## src/smad_defs.svh

```systemverilog
/*
 * constants for the system memory address decoder: register offsets, field positions,
 * reset values, window masks and region sizes in megabytes.
 * assumes inclusion by bare name from each design file that needs it.
 */
`ifndef SMAD_DEFS_SVH
`define SMAD_DEFS_SVH

// -----------------------------------------------------------------
// register byte offsets on the apb port
// -----------------------------------------------------------------
`define SMAD_REG_CTRL      8'h00
`define SMAD_REG_SEGATTR   8'h04
`define SMAD_REG_LOWTOP    8'h08
`define SMAD_REG_PORTMEM   8'h0C
`define SMAD_REG_PORTPF    8'h10
`define SMAD_REG_WIN0      8'h14
`define SMAD_REG_WINLAST   8'h30
`define SMAD_REG_STATUS    8'h34
`define SMAD_REG_SMMBASE   8'h38
`define SMAD_WIN_SHIFT     2

// -----------------------------------------------------------------
// control register fields
// -----------------------------------------------------------------
`define SMAD_CTRL_HOLE     0
`define SMAD_CTRL_SMM      1
`define SMAD_CTRL_ESMRAM   2
`define SMAD_CTRL_IGD      3
`define SMAD_CTRL_SMM_TOP_SEGMENT_LO  4
`define SMAD_CTRL_SMM_TOP_SEGMENT_HI  5
`define SMAD_CTRL_GMS_LO   8
`define SMAD_CTRL_GMS_HI   10
`define SMAD_CTRL_GTT      12
`define SMAD_CTRL_FLAT_LO  16
`define SMAD_CTRL_FLAT_HI  17
`define SMAD_CTRL_APER_LO  18
`define SMAD_CTRL_APER_HI  19
`define SMAD_CTRL_RESET    32'h0000_0000
`define SMAD_CTRL_MASK     32'h000F_173F

// -----------------------------------------------------------------
// segment attributes, windows, status
// -----------------------------------------------------------------
`define SMAD_SEG_COUNT     13
`define SMAD_SEG_BITS      26
`define SMAD_SEG_RESET     26'h000_0000
`define SMAD_SEG_TOP_IDX   4'hC
`define SMAD_WIN_COUNT     8
`define SMAD_WIN_EN        0
`define SMAD_MB_LO         20
`define SMAD_LIMIT_LO      16
`define SMAD_BASE_LO       4
`define SMAD_STAT_IWB      4
`define SMAD_STAT_CNT_LO   16

// -----------------------------------------------------------------
// address regions, in units of 1 MB unless noted
// -----------------------------------------------------------------
`define SMAD_LEGACY_MB     12'h000
`define SMAD_LEGACY_HI2    2'b11
`define SMAD_BIOS_NIBBLE   4'hF
`define SMAD_HOLE_MB       12'h00F
`define SMAD_MB_1          12'h001
`define SMAD_MB_2          12'h002
`define SMAD_MB_8          12'h008
`define SMAD_MB_ZERO       12'h000
`define SMAD_GMS_STEP      12'h002

// -----------------------------------------------------------------
// window masks
// -----------------------------------------------------------------
`define SMAD_MASK_4K       32'hFFFF_F000
`define SMAD_MASK_16K      32'hFFFF_C000
`define SMAD_MASK_512K     32'hFFF8_0000
`define SMAD_MASK_1M       32'hFFF0_0000
`define SMAD_MASK_64M      32'hFC00_0000
`define SMAD_MASK_128M     32'hF800_0000
`define SMAD_MASK_256M     32'hF000_0000
`define SMAD_MASK_512M     32'hE000_0000
`define SMAD_ADDR_ZERO     32'h0000_0000
`define SMAD_BE_NONE       8'h00

`endif

```

## src/smad_pkg.sv

```systemverilog
/*
 * types shared by the decoder files: request sources and routing targets.
 * assumes nothing beyond a systemverilog compiler.
 */
package smad_pkg;

	// who issued the memory access
	typedef enum logic [1:0]
	{
		SMAD_SRC_CPU,
		SMAD_SRC_DOWNLINK,
		SMAD_SRC_PORT,
		SMAD_SRC_IGFX
	} smad_src_t;

	// where the access is steered
	typedef enum logic [2:0]
	{
		SMAD_TGT_DRAM,
		SMAD_TGT_DOWNLINK,
		SMAD_TGT_PORT,
		SMAD_TGT_INTERNAL,
		SMAD_TGT_IGFX
	} smad_tgt_t;

endpackage

```

## src/smad_seg_if.sv

```systemverilog
/*
 * carrier between the top decoder and the legacy segment lookup.
 * assumes both ends sit on the same clock; the lookup is combinational.
 */
`timescale 1ns/1ps
interface smad_seg_if;
	logic [31:0] addr;      // access address
	logic        write;     // access direction
	logic [25:0] attr;      // read/write allow pairs, one pair per segment
	logic        hit;       // address lies in 768 kb .. 1 mb
	logic        allow;     // attribute for this direction is set

	modport lookup
	(
		input  addr,
		input  write,
		input  attr,
		output hit,
		output allow
	);

	modport user
	(
		output addr,
		output write,
		output attr,
		input  hit,
		input  allow
	);
endinterface

```

## src/smad_legacy_seg.sv

```systemverilog
/*
 * legacy attribute segment lookup: maps an address between 768 kb and 1 mb onto one of
 * thirteen segments and returns the attribute for the access direction.
 * assumes the segment attribute register is held by the instantiating module.
 */
`timescale 1ns/1ps
`include "smad_defs.svh"

module smad_legacy_seg
	import smad_pkg::*;
(
	// segment lookup carrier
	smad_seg_if.lookup seg
);

	logic [3:0] segIdx;     // 0..7 expansion, 8..11 extended bios, 12 system bios

	// ---------------------------------------------------------
	// segment index and direction attribute
	// ---------------------------------------------------------
	// 16 kb slices below the top 64 kb, one slice for the whole top 64 kb
	always_comb
	begin
		seg.hit = (seg.addr[31:`SMAD_MB_LO] == `SMAD_LEGACY_MB)
			&& (seg.addr[19:18] == `SMAD_LEGACY_HI2);                      // [RQ7]
		if (seg.addr[19:16] == `SMAD_BIOS_NIBBLE)
			segIdx = `SMAD_SEG_TOP_IDX;                                    // [RQ5]
		else
			segIdx = seg.addr[17:14];                                      // [RQ1] [RQ4]
		// even bit allows reads, odd bit allows writes
		seg.allow = seg.write ? seg.attr[{segIdx, 1'b1}] : seg.attr[{segIdx, 1'b0}]; // [RQ24]
	end

endmodule

```

## src/smad_top.sv

```systemverilog
/*
 * system memory address decoder: classifies each memory access and steers it to dram,
 * the chipset downlink, the graphics port, internal register windows or internal graphics.
 * configuration is held in registers reached over apb.
 * assumes requests come from logic on ref_clk; one decode result per request taken while clkEn is high, one cycle later.
 */
//
// Summary of operation
// RQ1 - expansion area: eight 16 kb segments, four states
// RQ2 - disabled segment dram is never relocated
// RQ3 - non-snooped port/downlink legacy accesses go dram
// RQ4 - extended bios: four segments, per-direction attributes
// RQ5 - top bios 64 kb segment, disabled after reset
// RQ6 - attributes let firmware shadow into dram
// RQ7 - thirteen attribute sections from 768k to 1m
// RQ8 - disabled segments default to the downlink
// RQ9 - writebacks to downlink unsupported, only flagged
// RQ10 - 1 mb to low top goes dram
// RQ11 - fixed hole 15-16 mb goes downlink
// RQ12 - smm segment 1/2/8 mb below stolen graphics
// RQ13 - smm processor access hits same dram address
// RQ14 - other sources into smm become invalid
// RQ15 - extended smram: non-smm or non-wb invalid
// RQ16 - smm-segment writebacks still complete to dram
// RQ17 - stolen vga memory 1 to 256 mb
// RQ18 - translation table 1 or 2 mb at top
// RQ19 - low top to 4 gb defaults downlink
// RQ20 - four host-bridge windows claimed internally
// RQ21 - port base/limit windows go to port
// RQ22 - graphics windows claimed when graphics enabled
// RQ23 - software keeps windows clear of fixed ranges
// RQ24 - segment direction attribute picks dram or downlink
//
`timescale 1ns/1ps
`include "smad_defs.svh"

module smad_top
	import smad_pkg::*;
(
	// clock, reset, enable
	input  wire logic        ref_clk,
	input  wire logic        rst_n,
	input  wire logic        clkEn,
	// apb register port
	input  wire logic        psel,
	input  wire logic        penable,
	input  wire logic        pwrite,
	input  wire logic [7:0]  paddr,
	input  wire logic [31:0] pwdata,
	output logic             pready,
	output logic [31:0]      prdata,
	output logic             pslverr,
	// access request
	input  wire logic        reqValid,
	input  wire logic [31:0] reqAddr,
	input  smad_src_t        reqSrc,
	input  wire logic        reqWrite,
	input  wire logic        reqSnoop,
	input  wire logic        reqSmm,
	input  wire logic        reqWb,
	input  wire logic        reqIwb,
	input  wire logic [7:0]  reqBe,
	// routing result
	output logic             rspValid,
	output smad_tgt_t        rspTarget,
	output logic [31:0]      rspAddr,
	output logic [7:0]       rspBe,
	output logic             rspInvalid
);

	// ---------------------------------------------------------
	// declarations
	// ---------------------------------------------------------
	logic        rstMeta;                       // reset release, first stage
	logic        rstN;                          // synchronised reset used everywhere
	logic [31:0] ctrl;                          // modes, enables and size selects
	logic [25:0] segAttr;                       // legacy segment attribute pairs
	logic [11:0] lowTop;                        // low_dram_top_boundary in mb
	logic [11:0] memBase, memLimit;             // port_mem_window base/limit
	logic [11:0] pfBase, pfLimit;               // port_prefetch_window base/limit
	logic [31:0] winReg [`SMAD_WIN_COUNT];      // window bases with enable in bit 0
	logic [31:0] winMask [`SMAD_WIN_COUNT];     // active compare mask per window
	logic [`SMAD_WIN_COUNT-1:0] winHit;         // address falls in an enabled window
	logic        iwbSticky;                     // writeback seen towards downlink
	logic [15:0] decodeCnt;                     // decoded requests, wraps
	logic [11:0] tsegMb, gmsMb, gttMb;          // region sizes in mb
	logic [11:0] stolenBase, smmBase;           // region bases in mb
	logic [11:0] addrMb;                        // request address in mb
	logic        inLegacy, inHole, inSmm, inStolen, inLow;
	logic        nsLegacy;                      // non-snooped port/downlink legacy access
	logic        apbAccess, apbDone, apbHit;    // apb phase decode
	logic [31:0] next_rdata;                    // read mux
	smad_tgt_t   next_tgt;
	logic [31:0] next_addr;
	logic [7:0]  next_be;
	logic        next_inv;
	logic        next_iwb;

	// ---------------------------------------------------------
	// reset release
	// ---------------------------------------------------------
	// asynchronous assert, two-stage release so all state leaves reset on one edge
	always_ff @(posedge ref_clk or negedge rst_n)
	begin
		if (!rst_n)
		begin
			rstMeta <= 1'b0;
			rstN    <= 1'b0;
		end
		else
		begin
			rstMeta <= 1'b1;
			rstN    <= rstMeta;
		end
	end

	// ---------------------------------------------------------
	// apb slave
	// ---------------------------------------------------------
	// one wait state: pready rises in the second access cycle, so read data
	// and the error flag both come from flops
	assign apbAccess = psel && penable && !pready;
	assign apbDone   = psel && penable && pready;
	assign apbHit    = (paddr[1:0] == 2'b00) && (paddr <= `SMAD_REG_SMMBASE);

	always_ff @(posedge ref_clk or negedge rstN)
	begin
		if (!rstN)
		begin
			pready  <= 1'b0;
			prdata  <= 32'h0000_0000;
			pslverr <= 1'b0;
		end
		else if (clkEn)
		begin
			pready  <= apbAccess;
			// unmapped or misaligned offsets answer with an error and zero data
			prdata  <= (apbAccess && !pwrite && apbHit) ? next_rdata : 32'h0000_0000;
			pslverr <= apbAccess && !apbHit;
		end
	end

	// read mux over the register map
	always_comb
	begin
		next_rdata = 32'h0000_0000;
		case (paddr)
			`SMAD_REG_CTRL:    next_rdata = ctrl;
			`SMAD_REG_SEGATTR: next_rdata = {6'h00, segAttr};
			`SMAD_REG_LOWTOP:  next_rdata = {lowTop, 20'h0_0000};
			`SMAD_REG_PORTMEM: next_rdata = {memLimit, 4'h0, memBase, 4'h0};
			`SMAD_REG_PORTPF:  next_rdata = {pfLimit, 4'h0, pfBase, 4'h0};
			`SMAD_REG_STATUS:  next_rdata = {decodeCnt, 11'h000, iwbSticky, rspInvalid, rspTarget};
			`SMAD_REG_SMMBASE: next_rdata = {smmBase, 20'h0_0000};
			default:
				// window registers share one indexed slot
				if (paddr >= `SMAD_REG_WIN0 && paddr <= `SMAD_REG_WINLAST)
					next_rdata = winReg[3'((paddr - `SMAD_REG_WIN0) >> `SMAD_WIN_SHIFT)];
		endcase
	end

	// ---------------------------------------------------------
	// configuration registers
	// ---------------------------------------------------------
	// top bios segment, like every other, comes up with both directions disabled
	always_ff @(posedge ref_clk or negedge rstN)
	begin
		if (!rstN)
		begin
			ctrl     <= `SMAD_CTRL_RESET;
			segAttr  <= `SMAD_SEG_RESET;                                   // [RQ5]
			lowTop   <= `SMAD_MB_ZERO;
			memBase  <= `SMAD_MB_ZERO;
			memLimit <= `SMAD_MB_ZERO;
			pfBase   <= `SMAD_MB_ZERO;
			pfLimit  <= `SMAD_MB_ZERO;
		end
		else if (clkEn && apbDone && pwrite)
		begin
			case (paddr)
				`SMAD_REG_CTRL:    ctrl <= pwdata & `SMAD_CTRL_MASK;
				`SMAD_REG_SEGATTR: segAttr <= pwdata[`SMAD_SEG_BITS-1:0];      // [RQ6]
				`SMAD_REG_LOWTOP:  lowTop <= pwdata[31:`SMAD_MB_LO];
				`SMAD_REG_PORTMEM:
				begin
					memLimit <= pwdata[31:`SMAD_MB_LO];
					memBase  <= pwdata[`SMAD_LIMIT_LO-1:`SMAD_BASE_LO];
				end
				`SMAD_REG_PORTPF:
				begin
					pfLimit <= pwdata[31:`SMAD_MB_LO];
					pfBase  <= pwdata[`SMAD_LIMIT_LO-1:`SMAD_BASE_LO];
				end
				default: ;
			endcase
		end
	end

	// ---------------------------------------------------------
	// address windows
	// ---------------------------------------------------------
	// windows 0..3 are host-bridge register windows, 4..7 internal graphics
	always_comb
	begin
		winMask[0] = `SMAD_MASK_4K;
		winMask[1] = `SMAD_MASK_16K;
		case (ctrl[`SMAD_CTRL_FLAT_HI:`SMAD_CTRL_FLAT_LO])
			2'h0:    winMask[2] = `SMAD_MASK_64M;
			2'h1:    winMask[2] = `SMAD_MASK_128M;
			default: winMask[2] = `SMAD_MASK_256M;
		endcase
		winMask[3] = `SMAD_MASK_4K;
		winMask[4] = `SMAD_MASK_512K;
		winMask[5] = `SMAD_MASK_512K;
		case (ctrl[`SMAD_CTRL_APER_HI:`SMAD_CTRL_APER_LO])
			2'h0:    winMask[6] = `SMAD_MASK_128M;
			2'h1:    winMask[6] = `SMAD_MASK_256M;
			default: winMask[6] = `SMAD_MASK_512M;
		endcase
		winMask[7] = `SMAD_MASK_1M;
	end

	// overlapping windows are not interlocked; software keeps them apart
	for (genvar w = 0; w < `SMAD_WIN_COUNT; w++)
	begin : gWin
		always_ff @(posedge ref_clk or negedge rstN)
		begin
			if (!rstN)
				winReg[w] <= 32'h0000_0000;
			else if (clkEn && apbDone && pwrite && paddr == `SMAD_REG_WIN0 + 8'(w << `SMAD_WIN_SHIFT))
				winReg[w] <= pwdata;
		end
		assign winHit[w] = winReg[w][`SMAD_WIN_EN]
			&& ((reqAddr & winMask[w]) == (winReg[w] & winMask[w]));      // [RQ20] [RQ22] [RQ23]
	end

	// ---------------------------------------------------------
	// legacy segment lookup
	// ---------------------------------------------------------
	smad_seg_if segBus ();
	assign segBus.addr  = reqAddr;
	assign segBus.write = reqWrite;
	assign segBus.attr  = segAttr;

	smad_legacy_seg uSeg
	(
		.seg (segBus.lookup)
	);

	// ---------------------------------------------------------
	// low memory regions
	// ---------------------------------------------------------
	// stolen graphics sits at the top of low dram, the smm segment just under it
	always_comb
	begin
		case (ctrl[`SMAD_CTRL_SMM_TOP_SEGMENT_HI:`SMAD_CTRL_SMM_TOP_SEGMENT_LO])
			2'h1:    tsegMb = `SMAD_MB_2;                                  // [RQ12]
			2'h2:    tsegMb = `SMAD_MB_8;
			default: tsegMb = `SMAD_MB_1;
		endcase
		if (!ctrl[`SMAD_CTRL_IGD])
		begin
			gmsMb = `SMAD_MB_ZERO;
			gttMb = `SMAD_MB_ZERO;
		end
		else
		begin
			// codes 1..7 give 4..256 mb, code 0 gives 1 mb
			gmsMb = (ctrl[`SMAD_CTRL_GMS_HI:`SMAD_CTRL_GMS_LO] == 3'h0) ? `SMAD_MB_1
				: `SMAD_GMS_STEP << ctrl[`SMAD_CTRL_GMS_HI:`SMAD_CTRL_GMS_LO]; // [RQ17]
			gttMb = ctrl[`SMAD_CTRL_GTT] ? `SMAD_MB_2 : `SMAD_MB_1;        // [RQ18]
		end
		stolenBase = lowTop - gttMb - gmsMb;
		smmBase    = stolenBase - tsegMb;                                  // [RQ12]
	end

	assign addrMb   = reqAddr[31:`SMAD_MB_LO];
	assign inLegacy = segBus.hit;
	assign inLow    = addrMb < lowTop;
	assign inHole   = ctrl[`SMAD_CTRL_HOLE] && addrMb == `SMAD_HOLE_MB;
	assign inSmm    = ctrl[`SMAD_CTRL_SMM] && addrMb >= smmBase && addrMb < stolenBase;
	assign inStolen = addrMb >= stolenBase && inLow;
	assign nsLegacy = inLegacy && !reqSnoop
		&& (reqSrc == SMAD_SRC_PORT || reqSrc == SMAD_SRC_DOWNLINK);

	// ---------------------------------------------------------
	// routing decision
	// ---------------------------------------------------------
	// a disabled segment or hole never relocates the dram under it: the
	// address passes through unchanged, only the target differs
	always_comb
	begin
		next_tgt  = SMAD_TGT_DOWNLINK;
		next_addr = reqAddr;                                               // [RQ2] [RQ13]
		next_be   = reqBe;
		next_inv  = 1'b0;
		if (inLegacy)
		begin
			if (nsLegacy)
				next_tgt = SMAD_TGT_DRAM;                                  // [RQ3]
			else if (segBus.allow)
				next_tgt = SMAD_TGT_DRAM;                                  // [RQ24] [RQ6]
			else
				next_tgt = SMAD_TGT_DOWNLINK;                              // [RQ8]
		end
		else if (addrMb == `SMAD_LEGACY_MB)
			next_tgt = SMAD_TGT_DRAM;
		else if (inLow)
		begin
			if (inHole)
				next_tgt = SMAD_TGT_DOWNLINK;                              // [RQ11]
			else if (inSmm)
			begin
				next_tgt = SMAD_TGT_DRAM;
				// processor writebacks complete normally; other strays are neutralised
				if (reqSrc != SMAD_SRC_CPU
					|| (ctrl[`SMAD_CTRL_ESMRAM] && !reqIwb && (!reqSmm || !reqWb))) // [RQ14] [RQ15] [RQ16]
				begin
					next_inv  = 1'b1;
					next_addr = `SMAD_ADDR_ZERO;
					next_be   = `SMAD_BE_NONE;
				end
			end
			else if (inStolen)
				next_tgt = (reqSrc == SMAD_SRC_IGFX) ? SMAD_TGT_DRAM : SMAD_TGT_DOWNLINK;
			else
				next_tgt = SMAD_TGT_DRAM;                                  // [RQ10]
		end
		else if (|winHit[3:0])
			next_tgt = SMAD_TGT_INTERNAL;                                  // [RQ20]
		else if ((addrMb >= memBase && addrMb <= memLimit) || (addrMb >= pfBase && addrMb <= pfLimit))
			next_tgt = SMAD_TGT_PORT;                                      // [RQ21]
		else if (ctrl[`SMAD_CTRL_IGD] && |winHit[7:4])
			next_tgt = SMAD_TGT_IGFX;                                      // [RQ22]
		else
			next_tgt = SMAD_TGT_DOWNLINK;                                  // [RQ19]
	end

	// writebacks cannot be serviced on the downlink; only recorded for software
	assign next_iwb = reqValid && reqIwb && next_tgt == SMAD_TGT_DOWNLINK; // [RQ9]

	// ---------------------------------------------------------
	// result and status registers
	// ---------------------------------------------------------
	always_ff @(posedge ref_clk or negedge rstN)
	begin
		if (!rstN)
		begin
			rspValid   <= 1'b0;
			rspTarget  <= SMAD_TGT_DRAM;
			rspAddr    <= `SMAD_ADDR_ZERO;
			rspBe      <= `SMAD_BE_NONE;
			rspInvalid <= 1'b0;
			decodeCnt  <= 16'h0000;
		end
		else if (clkEn)
		begin
			rspValid <= reqValid;
			if (reqValid)
			begin
				rspTarget  <= next_tgt;
				rspAddr    <= next_addr;
				rspBe      <= next_be;
				rspInvalid <= next_inv;
				decodeCnt  <= decodeCnt + 16'h0001;
			end
		end
	end

	// sticky flag, write one to clear; a new event in the clearing cycle wins
	always_ff @(posedge ref_clk or negedge rstN)
	begin
		if (!rstN)
			iwbSticky <= 1'b0;
		else if (clkEn)
		begin
			if (next_iwb)
				iwbSticky <= 1'b1;                                         // [RQ9]
			else if (apbDone && pwrite && paddr == `SMAD_REG_STATUS && pwdata[`SMAD_STAT_IWB])
				iwbSticky <= 1'b0;
		end
	end

	// ---------------------------------------------------------
	// checks
	// ---------------------------------------------------------
	a_invalid_addr_zero: assert property (@(posedge ref_clk) disable iff (!rstN) // [RQ14]
		rspValid && rspInvalid |-> rspAddr == `SMAD_ADDR_ZERO && rspBe == `SMAD_BE_NONE)
		else $error("invalid cycle not redirected to zero");
	a_nonsnoop_legacy_dram: assert property (@(posedge ref_clk) disable iff (!rstN) // [RQ3]
		clkEn && reqValid && nsLegacy |=> rspTarget == SMAD_TGT_DRAM)
		else $error("non-snooped legacy access not sent to dram");
	a_segment_direction: assert property (@(posedge ref_clk) disable iff (!rstN) // [RQ24]
		clkEn && reqValid && inLegacy && !nsLegacy |=> rspTarget == ($past(segBus.allow)
			? SMAD_TGT_DRAM : SMAD_TGT_DOWNLINK))
		else $error("legacy segment routed against its attribute");
	a_hole_downlink: assert property (@(posedge ref_clk) disable iff (!rstN) // [RQ11]
		clkEn && reqValid && inHole && inLow |=> rspTarget == SMAD_TGT_DOWNLINK && !rspInvalid)
		else $error("fixed hole access not sent to downlink");
	a_smm_same_addr: assert property (@(posedge ref_clk) disable iff (!rstN) // [RQ13]
		clkEn && reqValid && inSmm && inLow && !inHole && reqSrc == SMAD_SRC_CPU && reqSmm && reqWb
		|=> rspTarget == SMAD_TGT_DRAM && rspAddr == $past(reqAddr) && !rspInvalid)
		else $error("smm processor access translated");
	a_smm_foreign_inv: assert property (@(posedge ref_clk) disable iff (!rstN) // [RQ14]
		clkEn && reqValid && inSmm && inLow && !inHole && reqSrc != SMAD_SRC_CPU |=> rspInvalid)
		else $error("foreign access to smm segment not invalidated");
	a_smm_writeback_ok: assert property (@(posedge ref_clk) disable iff (!rstN) // [RQ16]
		clkEn && reqValid && inSmm && inLow && !inHole && reqSrc == SMAD_SRC_CPU && reqIwb |=> !rspInvalid)
		else $error("smm writeback not completed to dram");
	a_window_internal: assert property (@(posedge ref_clk) disable iff (!rstN) // [RQ20]
		clkEn && reqValid && !inLow && !inLegacy && addrMb != `SMAD_LEGACY_MB && |winHit[3:0]
		|=> rspTarget == SMAD_TGT_INTERNAL)
		else $error("host-bridge window not claimed");
	a_pci_default: assert property (@(posedge ref_clk) disable iff (!rstN) // [RQ19]
		clkEn && reqValid && !inLow && addrMb != `SMAD_LEGACY_MB && winHit == '0
		&& !(addrMb >= memBase && addrMb <= memLimit) && !(addrMb >= pfBase && addrMb <= pfLimit)
		|=> rspTarget == SMAD_TGT_DOWNLINK)
		else $error("unclaimed high address not sent to downlink");
	a_iwb_sticky: assert property (@(posedge ref_clk) disable iff (!rstN) // [RQ9]
		clkEn && next_iwb |=> iwbSticky [*2] or (iwbSticky ##1 (!iwbSticky && $past(apbDone && pwrite))))
		else $error("writeback flag lost");
	a_apb_one_wait: assert property (@(posedge ref_clk) disable iff (!rstN)
		clkEn && apbAccess ##1 clkEn |-> pready ##1 !pready)
		else $error("apb answer not after one wait state");

endmodule

```

## config.mk

```make
export PLATFORM = sky130hd
export DESIGN_NAME = smad_top
export DESIGN_NICKNAME = d
export VERILOG_FILES = /design/src/smad_pkg.sv /design/src/smad_seg_if.sv /design/src/smad_legacy_seg.sv /design/src/smad_top.sv
export VERILOG_INCLUDE_DIRS = /design/src
export SDC_FILE = /design/constraint.sdc
export NUM_CORES = 1
export LEC_CHECK = 0
export ABC_AREA = 1
export BUFFER_PORTS_ARGS = -buffer_cell sky130_fd_sc_hd__buf_2
export CAP_MARGIN = 20
export CORE_MARGIN = 2
export CORE_UTILIZATION = 45
export CTS_CLUSTER_DIAMETER = 150
export CTS_CLUSTER_SIZE = 28
export DETAILED_ROUTE_END_ITERATION = 10
export GPL_ROUTABILITY_DRIVEN = 0
export PLACE_DENSITY = 0.64
export RECOVER_POWER = 25
export SKIP_CTS_REPAIR_TIMING = 1
export SYNTH_ARGS = -nofsm -noshare
export SYNTH_HDL_FRONTEND = slang
export SYNTH_SLANG_ARGS = --single-unit
```

## constraint.sdc

```tcl
create_clock -name ref_clk -period 17.55 [get_ports ref_clk]
set_input_delay 2.6325 -clock ref_clk [delete_from_list [all_inputs] [get_ports ref_clk]]
set_output_delay 2.6325 -clock ref_clk [all_outputs]
set_load 0.01 [all_outputs]
```

* After elaboration in Yosys (flattened, before gate mapping)
Index checks and enable logic that the tools add are counted.
** Storage, ports and cells
- Bits in registers :: 454
- Word-level logic and storage cells :: 207
** Operators by class
- Add/sub/neg operators :: 5
- $lt $le $gt $ge :: 14
- Equality and inequality tests :: 33
- Shift-type cells :: 1
- Multiplexer cells :: 51
- Bitwise operators :: 5
- Reductions and logical operators :: 71
** Operator list (number)
- $mux W32 :: 10
- $pmux W32 S7 :: 1
- $and A32 B32 Y32 :: 4
- $bmux W32 S3 :: 1
- $eq A32 B32 Y1 :: 2
- $pmux W29 S2 :: 1
- $eq A8 B6 Y1 const B :: 7
- $pmux W28 S2 :: 1
- $ge A12 B12 Y1 :: 4
- $mux W8 :: 6
- $logic_and A1 B1 Y1 :: 43
- $eq A20 B20 Y1 :: 2
- $sub A12 B12 Y12 :: 3
- $eq A8 B5 Y1 const B :: 4
- $eq A13 B13 Y1 :: 2
- $le A12 B12 Y1 :: 2
- $lt A12 B12 Y1 :: 2
- $mux W12 :: 2
- $eq A18 B18 Y1 :: 1
- $mux W3 :: 6
- $mux W1 :: 17
- $add A16 B1 Y16 const B :: 1
- $eq A8 B4 Y1 const B :: 2
- $le A8 B6 Y1 const B :: 2
- other kinds (26) :: 54

* Longest topological paths before layout
Gate-level depths: netlist of run 1.
- Depth after elaboration :: 17
- Depth in mapped cells :: 35

* Modules after synthesis
From an unflattened synthesis of run 1, not the netlist that was laid out.
** Second synthesis, totals
- Cell total of the unflattened synthesis :: 3161
- Area, all modules :: 25245.5 um2
** By module, submodules not included
- smad_top :: times used 1, cells each 3071, area each 24825.1 um2, seq. area each 11360.9 um2
- smad_legacy_seg :: times used 1, cells each 90, area each 420.4 um2, seq. area each 0.0 um2

* Least setup slack after synthesis of run 1
No wires, ideal clock.
- Kind :: input-to-reg
- Start point :: input paddr[2]
- End point :: register prdata[31]
- Library setup time :: 0.116 ns
- Arrival time :: 4.963 ns
- Setup slack :: 12.471 ns
- Cell stages on the path :: 17
- Path buffers :: 4
- Path through :: clkbuf_1 inv_1 clkbuf_1 clkbuf_1 ha_1 nand2_1 nor2_1 inv_2 nand3_1 nor2_1 inv_2 buf_4 o221ai_1 a221oi_1 nand2_1 nand2_1 nand2_1
** On the way
- Longest elaborated chain between the ends :: 8
- Elaborated cells between the ends (all ways) :: 21
- Classes of those cells :: 1 x add/sub; 3 x order compare; 6 x eq/ne; 6 x mux; 1 x bitwise; 4 x reduce/logical
** RTL lines
- from (decl) :: RTL line smad_top.sv:48 : input wire logic [7:0] paddr,
- $sub A5 B5 Y5 (no source line)
- $not A3 Y4 :: RTL line smad_top.sv:158 : next_rdata = winReg[3'((paddr - `SMAD_REG_WIN0) >> `SMAD_WIN_SHIFT)];
- $bmux W32 S3 :: RTL line smad_top.sv:158
- $mux W32 (2 in a row) :: RTL line smad_top.sv:158
- $mux W32 :: RTL line smad_top.sv:157 : if (paddr >= `SMAD_REG_WIN0 && paddr <= `SMAD_REG_WINLAST)
- $pmux W32 S7 :: RTL line smad_top.sv:147 : case (paddr)
- $mux W32 * :: RTL line smad_top.sv:138 : prdata <= (apbAccess && !pwrite && apbHit) ? next_rdata : 32'h0000_0000;
- to (signal assigned) :: RTL line smad_top.sv:138
- to (decl) :: RTL line smad_top.sv:51 : output logic [31:0] prdata,
Every way passes the cells marked *; elsewhere a longest branch is shown, timed or not. The select of a mux whose other input is x is not followed.
A chain may end at the register's enable or synchronous reset.

==> results.sh, run 1 <==
export IMPL_wire_length_of_the_first_global_routing_pass_um=134300
export IMPL_yosys_top_cells_area="sky130_fd_sc_hd__dfrtp_1 (46%), sky130_fd_sc_hd__nand2_1 (11%), sky130_fd_sc_hd__o21ai_0 (11%)"
export IMPL_first_pass_iters=6
export IMPL_number_of_buffers_created_by_cts=20
export IMPL_synthDistinctLibCells=53
export IMPL_fp_dieArea_mm2=0.05689
export IMPL_synth_mux_area_fraction_pct=0
export IMPL_holdCritPathClass="flop to flop"
export IMPL_ctsLongestPathBuffers=3
export IMPL_global_route_overflow_total=0
export IMPL_syn_inst=3104
export IMPL_path_max_fanout=64
export IMPL_final_wirelength_um=89050
export IMPL_core_mm2=0.05413
export IMPL_placement_setup_worst_slack_ps=11420
export IMPL_ir_drop_worst_vdd_mv=0.05783
export IMPL_setup_viol=0
export IMPL_dp_cells=3819
export IMPL_setup_tns_final_ps=0
export IMPL_cpMostUsedCell="sky130_fd_sc_hd__clkbuf_1"
export IMPL_drtAntennaViolNets=0
export IMPL_effective_utilization_at_floorplan_pct=45.72
export IMPL_maxClockFrequency_mhz=164.4
export IMPL_most_common_library_cell_in_the_layout_ignoring_fill_and_taps="sky130_fd_sc_hd__nand2_1"
export IMPL_rsz_0062_raised_after_global_routing="false"
export IMPL_synth_top_cell_area_share_pct=45.90
export IMPL_adder_cell_share_of_the_synthesized_area_pct=5.904
export IMPL_synth_compound_area_share_pct=19.27
export IMPL_cts_htree_levels=1
export IMPL_layout_area_overhead_vs_synth_pct=7.613
export IMPL_critical_path_required_ps=17350
export IMPL_yosysWarningCount=0
export IMPL_wl_per_cell_um=23.13
export IMPL_result_of_the_run="complete, but fails checks"
export IMPL_grt_pass1_vias=21810
export IMPL_dp_hpwl_um=61530
export IMPL_yosysSeqAreaShare_pct=45.90
export IMPL_worstMarginPinSlew_ps=3870
export IMPL_syn_area_per_cell_um2=7.974
export IMPL_detail_route_drc_violations=0
export IMPL_io_pin_count=173
export IMPL_endpoint_kind_of_the_worst_setup_timing_path="async pin"
export IMPL_viasPerCell=6.037
export IMPL_cell_area_power_density_mw_per_mm2=72.36
export IMPL_worst_skew_pair_late_latency_ps=600
export IMPL_finalCritPeriodShare_pct=34.67
export IMPL_num_vias=23238
export IMPL_synthSimpleGateAreaFrac_pct=19.69
export IMPL_grt_start_max_net_pins=117
export IMPL_std_cell_rows=85
export IMPL_synth_top_area_cell="sky130_fd_sc_hd__dfrtp_1"
export IMPL_crit_arrival_ps=5890
export IMPL_leading_cell_types_in_the_layout_fill_and_taps_excluded="sky130_fd_sc_hd__nand2_1 (756), sky130_fd_sc_hd__o21ai_0 (561), sky130_fd_sc_hd__dfrtp_1 (454), sky130_fd_sc_hd__inv_1 (250), sky130_fd_sc_hd__nor2_1 (200)"
export IMPL_postSynthRegisterBits=454
export IMPL_clock_sinks=454
export IMPL_floorplan_die_width_um=238.5
export IMPL_worst_path_stages=2
export IMPL_final_cell_count_no_fill=3849
export IMPL_placement_io_buffers=172
export IMPL_fraction_of_synthesized_cell_area_in_xor_and_xnor_cells_pct=2.265
export IMPL_grt_usage_pct=30.93
export IMPL_number_of_antenna_violations_at_the_first_check_in_global_routing=4
export IMPL_timing_max_transition_violations_final=240
export IMPL_cpLargestDelayFamily="buffers and inverters"
export IMPL_root_buffer="sky130_fd_sc_hd__clkbuf_16"
export IMPL_clk_transition_reported_paths_ps=110
export IMPL_critical_path_class="flop to async pin"
export IMPL_finalHoldViolations=0
export IMPL_synth_main_ff_cell="sky130_fd_sc_hd__dfrtp_1"
export IMPL_total_leakage_power_uw=0.01236
export IMPL_worst_r2r_cell_count=2
export IMPL_timing_critical_path_slowest_cell_delay_ps=2760
export IMPL_post_route_worst_setup_slack_ps=11470
export IMPL_critical_path_cell_chain="clkbuf_1, clkbuf_1"
export IMPL_net_count_after_synthesis=3313
export IMPL_syn_area_mm2=0.02475
export IMPL_worst_clock_skew_ps=34.59
export IMPL_clock_tree_from_tritoncts="done"
export IMPL_detail_route_iter0_violations=2744
export IMPL_crit_path_top_delay_cell="sky130_fd_sc_hd__clkbuf_1"
export IMPL_async_flop_share_pct=100.0
export IMPL_drv_max_cap_violation_count=4
export IMPL_failed_checks="capacitance limit, slew limit"
export IMPL_worstHoldPathCells=0
export IMPL_setup_worst_path_start_class="flop"
export IMPL_timing_max_slew_rel_slack_pct=-158.0
export IMPL_drive_gt1_share_pct=8.569
export IMPL_die_height_um=238.5
export IMPL_synth_edf_count=0
export IMPL_synth_top_family_by_area="simple AND/OR/NAND/NOR gates"
export IMPL_number_of_nets_in_the_layout=3358
export IMPL_period_needed_ps=6084
export IMPL_worstPathBufferInverterCount=2
==> stage by stage <==
step / hold WS, ps / area (um2) / util, % / total power, uW
floorplan: 331.2 / 24750 / - / 1258
global placement: 332.7 / 26030 / 48.08 / 1363
detailed placement: 335.8 / 26030 / 48.08 / 1369
CTS: 361.4 / 26580 / 49.11 / 1928
global route: 377.3 / 26630 / 49.19 / 1996
finish: 359.7 / 26640 / 49.20 / 1927
==> flip-flops by register name, indices dropped and copies added, names as in the netlist, 3 cells and up <==
register and count:
segAttr 26, ctrl 14, rspTarget 3, rspBe 8
pfLimit 12, lowTop 12, memBase 12, decodeCnt 16
rspAddr 32, pfBase 12, memLimit 12, winReg 256
prdata 32
==> final timing paths <==
path	start	slack [ps]	end
hold reg to reg	rstMeta$_DFF_PN0_	360	rstN$_DFF_PN0_
min in group asynchronous	rstN$_DFF_PN0_	930	winReg[116]$_DFFE_PN0P_
setup reg to reg	rstN$_DFF_PN0_	11470	rspAddr[7]$_DFFE_PN0P_
hold / removal	rstMeta$_DFF_PN0_	360	rstN$_DFF_PN0_
max in group ref_clk	paddr[6]	11900	prdata[31]$_DFFE_PN0P_
setup / recovery	rstN$_DFF_PN0_	11470	rspAddr[7]$_DFFE_PN0P_
==> worst register-to-register path, stage by stage, from the launching register on <==
cell and delay, ps:
sky130_fd_sc_hd__dfrtp_1 1830, sky130_fd_sc_hd__clkbuf_1 630, sky130_fd_sc_hd__clkbuf_1 2760
==> synth_stat cells (3+ instances only) <==
master,number
sky130_fd_sc_hd__nor3_1,20
sky130_fd_sc_hd__clkbuf_1,160
sky130_fd_sc_hd__nor4_1,11
sky130_fd_sc_hd__a221oi_1,5
sky130_fd_sc_hd__nor2_1,201
sky130_fd_sc_hd__buf_6,3
sky130_fd_sc_hd__xor2_1,40
sky130_fd_sc_hd__o31ai_1,9
sky130_fd_sc_hd__dfrtp_1,454
sky130_fd_sc_hd__o221ai_1,51
sky130_fd_sc_hd__o2111ai_1,9
sky130_fd_sc_hd__or2_2,16
sky130_fd_sc_hd__nand3_1,111
sky130_fd_sc_hd__o22ai_1,37
sky130_fd_sc_hd__nand4_1,30
sky130_fd_sc_hd__inv_1,251
sky130_fd_sc_hd__a21oi_1,85
sky130_fd_sc_hd__o21ai_1,3
sky130_fd_sc_hd__a32o_1,7
sky130_fd_sc_hd__o21ai_0,561
sky130_fd_sc_hd__nand3_2,8
sky130_fd_sc_hd__nand3b_1,10
sky130_fd_sc_hd__nor2_2,3
sky130_fd_sc_hd__o211ai_1,37
sky130_fd_sc_hd__fa_1,3
sky130_fd_sc_hd__o21a_1,6
sky130_fd_sc_hd__xnor2_1,24
sky130_fd_sc_hd__buf_1,6
sky130_fd_sc_hd__a211oi_1,3
sky130_fd_sc_hd__ha_1,112
sky130_fd_sc_hd__a31oi_1,20
sky130_fd_sc_hd__buf_2,13
sky130_fd_sc_hd__a22o_1,4
sky130_fd_sc_hd__clkinv_1,8
sky130_fd_sc_hd__inv_2,5
sky130_fd_sc_hd__nand2_1,758
==> cells by family after synthesis <==
| kind of cell | after synthesis |
|---|---|
| and+or+nand+nor | 1177 |
| AOI/OAI and AO/OA | 846 |
| DFF | 454 |
| buffers and inverters | 447 |
| adders and majority gates | 115 |
| xor gates and xnor gates | 64 |
| other | 1 |
==> per-layer routing <==
metal  wire length [um]  global-route usage (%)  vias up  share of wire, %
li1                   -                       -    10483                 -
met1              36220                   42.14    11175                41
met2              40080                   48.80     1346                45
met3               8852                   5.774      230               9.9
met4               3878                   12.39        4               4.4
met5                 21                       0        -             0.024
==> power by group <==
part | switching (uW) | internal, uW | total, uW
Sequential | 19.8 | 1070 | 1090
Clock | 351 | 220 | 572
Combinational | 191 | 77.9 | 269
==> layout make-up <==
class                      instances  area [um2]
fill                            5215       27500
multi-input combinational       2203       11710
sequential                       454       11360
timing repair buffer             206        1140
inverter                         264       993.5
tap                              696       870.8
clock buffer                      22       529.3
clock inverter                     2       27.53
antenna                            2       5.005
No activity file was read; power rests on OpenSTA's default activity.
==> run 2: changes to the inputs <==
==> constraint.sdc (replaced) <==
create_clock -name ref_clk -period 5.9 [get_ports ref_clk]
set_input_delay 0.885 -clock ref_clk [delete_from_list [all_inputs] [get_ports ref_clk]]
set_output_delay 0.885 -clock ref_clk [all_outputs]
set_load 0.01 [all_outputs]
==> run 2 against run 1 <==
  * The run still ends with capacitance limit, slew limit left
  * Wire length shrank 0.54%
  * Sequential cell count unchanged
  * Die area is the same
  * Sequential power rose to 3.0 times the previous value
  * Global-route usage shrank 0.45 points
  * Non-clock buffer count unchanged
  * Clock-buffer cell count fell by 1
==> results.sh, run 2 (same netlist as run 1, synthesis figures left out) <==
export IMPL_worstPathBufferInverterCount=3
export IMPL_layout_area_overhead_vs_synth_pct=7.269
export IMPL_worst_path_stages=29
export IMPL_number_of_antenna_violations_at_the_first_check_in_global_routing=0
export IMPL_result_of_the_run="complete, but fails checks"
export IMPL_io_pin_count=173
export IMPL_flip_flop_count_of_the_largest_register_all_copies_and_words_added=256
export IMPL_drv_max_cap_violation_count=4
export IMPL_viasPerCell=6.043
export IMPL_clk_transition_reported_paths_ps=120
export IMPL_finalCritPeriodShare_pct=91.69
export IMPL_setup_worst_path_start_class="flop"
export IMPL_grt_start_max_net_pins=166
export IMPL_leading_cell_types_in_the_layout_fill_and_taps_excluded="sky130_fd_sc_hd__nand2_1 (756), sky130_fd_sc_hd__o21ai_0 (561), sky130_fd_sc_hd__dfrtp_1 (454), sky130_fd_sc_hd__inv_1 (250), sky130_fd_sc_hd__nor2_1 (200)"
export IMPL_number_of_nets_in_the_layout=3359
export IMPL_detail_route_iter0_violations=2769
export IMPL_path_max_fanout=18
export IMPL_n_fill_cell=5358
export IMPL_effective_utilization_at_floorplan_pct=45.72
export IMPL_first_pass_iters=6
export IMPL_grt_usage_pct=30.48
export IMPL_most_common_library_cell_in_the_layout_ignoring_fill_and_taps="sky130_fd_sc_hd__nand2_1"
export IMPL_cpLargestDelayFamily="simple AND/OR/NAND/NOR gates"
export IMPL_worst_clock_skew_ps=52.56
export IMPL_critical_path_class="flop to flop"
export IMPL_timing_critical_path_slowest_cell_delay_ps=460
export IMPL_clock_sinks=454
export IMPL_endpoint_kind_of_the_worst_setup_timing_path="flop"
export IMPL_final_wirelength_um=88570
export IMPL_ir_drop_worst_vdd_mv=0.1948
export IMPL_total_leakage_power_uw=0.01220
export IMPL_placement_io_buffers=172
export IMPL_num_vias=23248
export IMPL_maxClockFrequency_mhz=184.8
export IMPL_drive_gt1_share_pct=7.268
export IMPL_antenna_cells_inserted=0
export IMPL_wire_length_of_the_first_global_routing_pass_um=132300
export IMPL_dp_hpwl_um=61030
export IMPL_drtAntennaViolNets=0
export IMPL_worstMarginPinSlew_ps=2705
export IMPL_worst_skew_pair_late_latency_ps=590
export IMPL_crit_path_top_delay_cell="sky130_fd_sc_hd__nand4_2"
export IMPL_setup_tns_final_ps=0
export IMPL_ctsLongestPathBuffers=3
export IMPL_detail_route_drc_violations=0
export IMPL_global_route_overflow_total=0
export IMPL_top_regs="winReg x256, prdata x32, rspAddr x32"
export IMPL_wl_per_cell_um=23.02
export IMPL_setup_viol=0
export IMPL_number_of_buffers_created_by_cts=20
export IMPL_failed_checks="capacitance limit, slew limit"
export IMPL_fin_total_pwr_uw=5691
export IMPL_clock_tree_from_tritoncts="done"
export IMPL_crit_arrival_ps=5890
export IMPL_finalHoldViolations=0
export IMPL_holdCritPathClass="input pin to async pin"
export IMPL_critical_path_required_ps=6380
export IMPL_period_needed_ps=5410
export IMPL_root_buffer="sky130_fd_sc_hd__clkbuf_16"
export IMPL_fp_dieArea_mm2=0.05689
export IMPL_grt_pass1_vias=21340
export IMPL_cell_area_power_density_mw_per_mm2=214.4
export IMPL_cpMostUsedCell="sky130_fd_sc_hd__nand2_1"
export IMPL_core_mm2=0.05413
export IMPL_die_height_um=238.5
export IMPL_timing_max_slew_rel_slack_pct=-80.34
export IMPL_worst_r2r_cell_count=29
export IMPL_std_cell_rows=85
export IMPL_largest_register="winReg"
export IMPL_cts_htree_levels=1
export IMPL_rsz_0062_raised_after_global_routing="false"
export IMPL_floorplan_die_width_um=238.5
export IMPL_timing_max_transition_violations_final=334
-- run 2: cell types whose count changed in the layout (fill, tap and decap cells not counted), moves of 2 or more --
cell / before / now
sky130_fd_sc_hd__buf_2: 171 / 127
sky130_fd_sc_hd__clkbuf_2: 0 / 2
sky130_fd_sc_hd__clkbuf_1: 6 / 47
sky130_fd_sc_hd__diode_2: 2 / 0
sky130_fd_sc_hd__buf_16: 2 / 0
-- run 2: final timing paths --
check | startpoint | to | slack (ps)
max in group asynchronous | rstN$_DFF_PN0_ | segAttr[1]$_DFFE_PN0P_ | 1050
worst min register to register | rstMeta$_DFF_PN0_ | rstN$_DFF_PN0_ | 360
worst max register to register | ctrl[3]$_DFFE_PN0P_ | rspBe[3]$_DFFE_PN0P_ | 490
worst min-delay path | rst_n | rstMeta$_DFF_PN0_ | 80
min in group ref_clk | rstMeta$_DFF_PN0_ | rstN$_DFF_PN0_ | 360
worst max-delay path | ctrl[3]$_DFFE_PN0P_ | rspBe[3]$_DFFE_PN0P_ | 490
-- run 2: layer usage --
metal	vias to the layer above	part of all wire [%]	global-route usage, %
met5	-	0	0
li1	10469	-	-
met1	11230	42	43.00
met2	1338	44	46.93
met3	211	9.6	4.365
met4	0	4.8	13.22
-- run 2: area by class of cell --
class	instances	area, um2	share of cell area [%]
Multi-Input combinational cell	2204	11720	44.15
Sequential cell	454	11360	42.79
Timing Repair Buffer	206	1054	3.968
Inverter	264	993.5	3.742
Tap cell	696	870.8	3.280
Clock buffer	21	504.2	1.899
Clock inverter	2	46.29	0.1744
-- run 2: power by group --
group | switching, uW | total (uW) | internal (uW)
Sequential | 60.9 | 3240 | 3170
Clock | 1030 | 1670 | 633
Combinational | 568 | 789 | 221
-- run 2: through the flow --
step	hold WS [ps]	setup slack (ps)	instances	instance area [um2]	utilization (%)
finish	81.31	490.1	3847	26550	49.05
global route	68.22	6.446	3847	26550	49.05
CTS	58.83	577.5	3846	26620	49.18
detailed placement	339.4	592.0	3823	26070	48.16
global placement	331.8	736.8	3822	26060	48.14
floorplan	331.2	1440	3104	24760	-
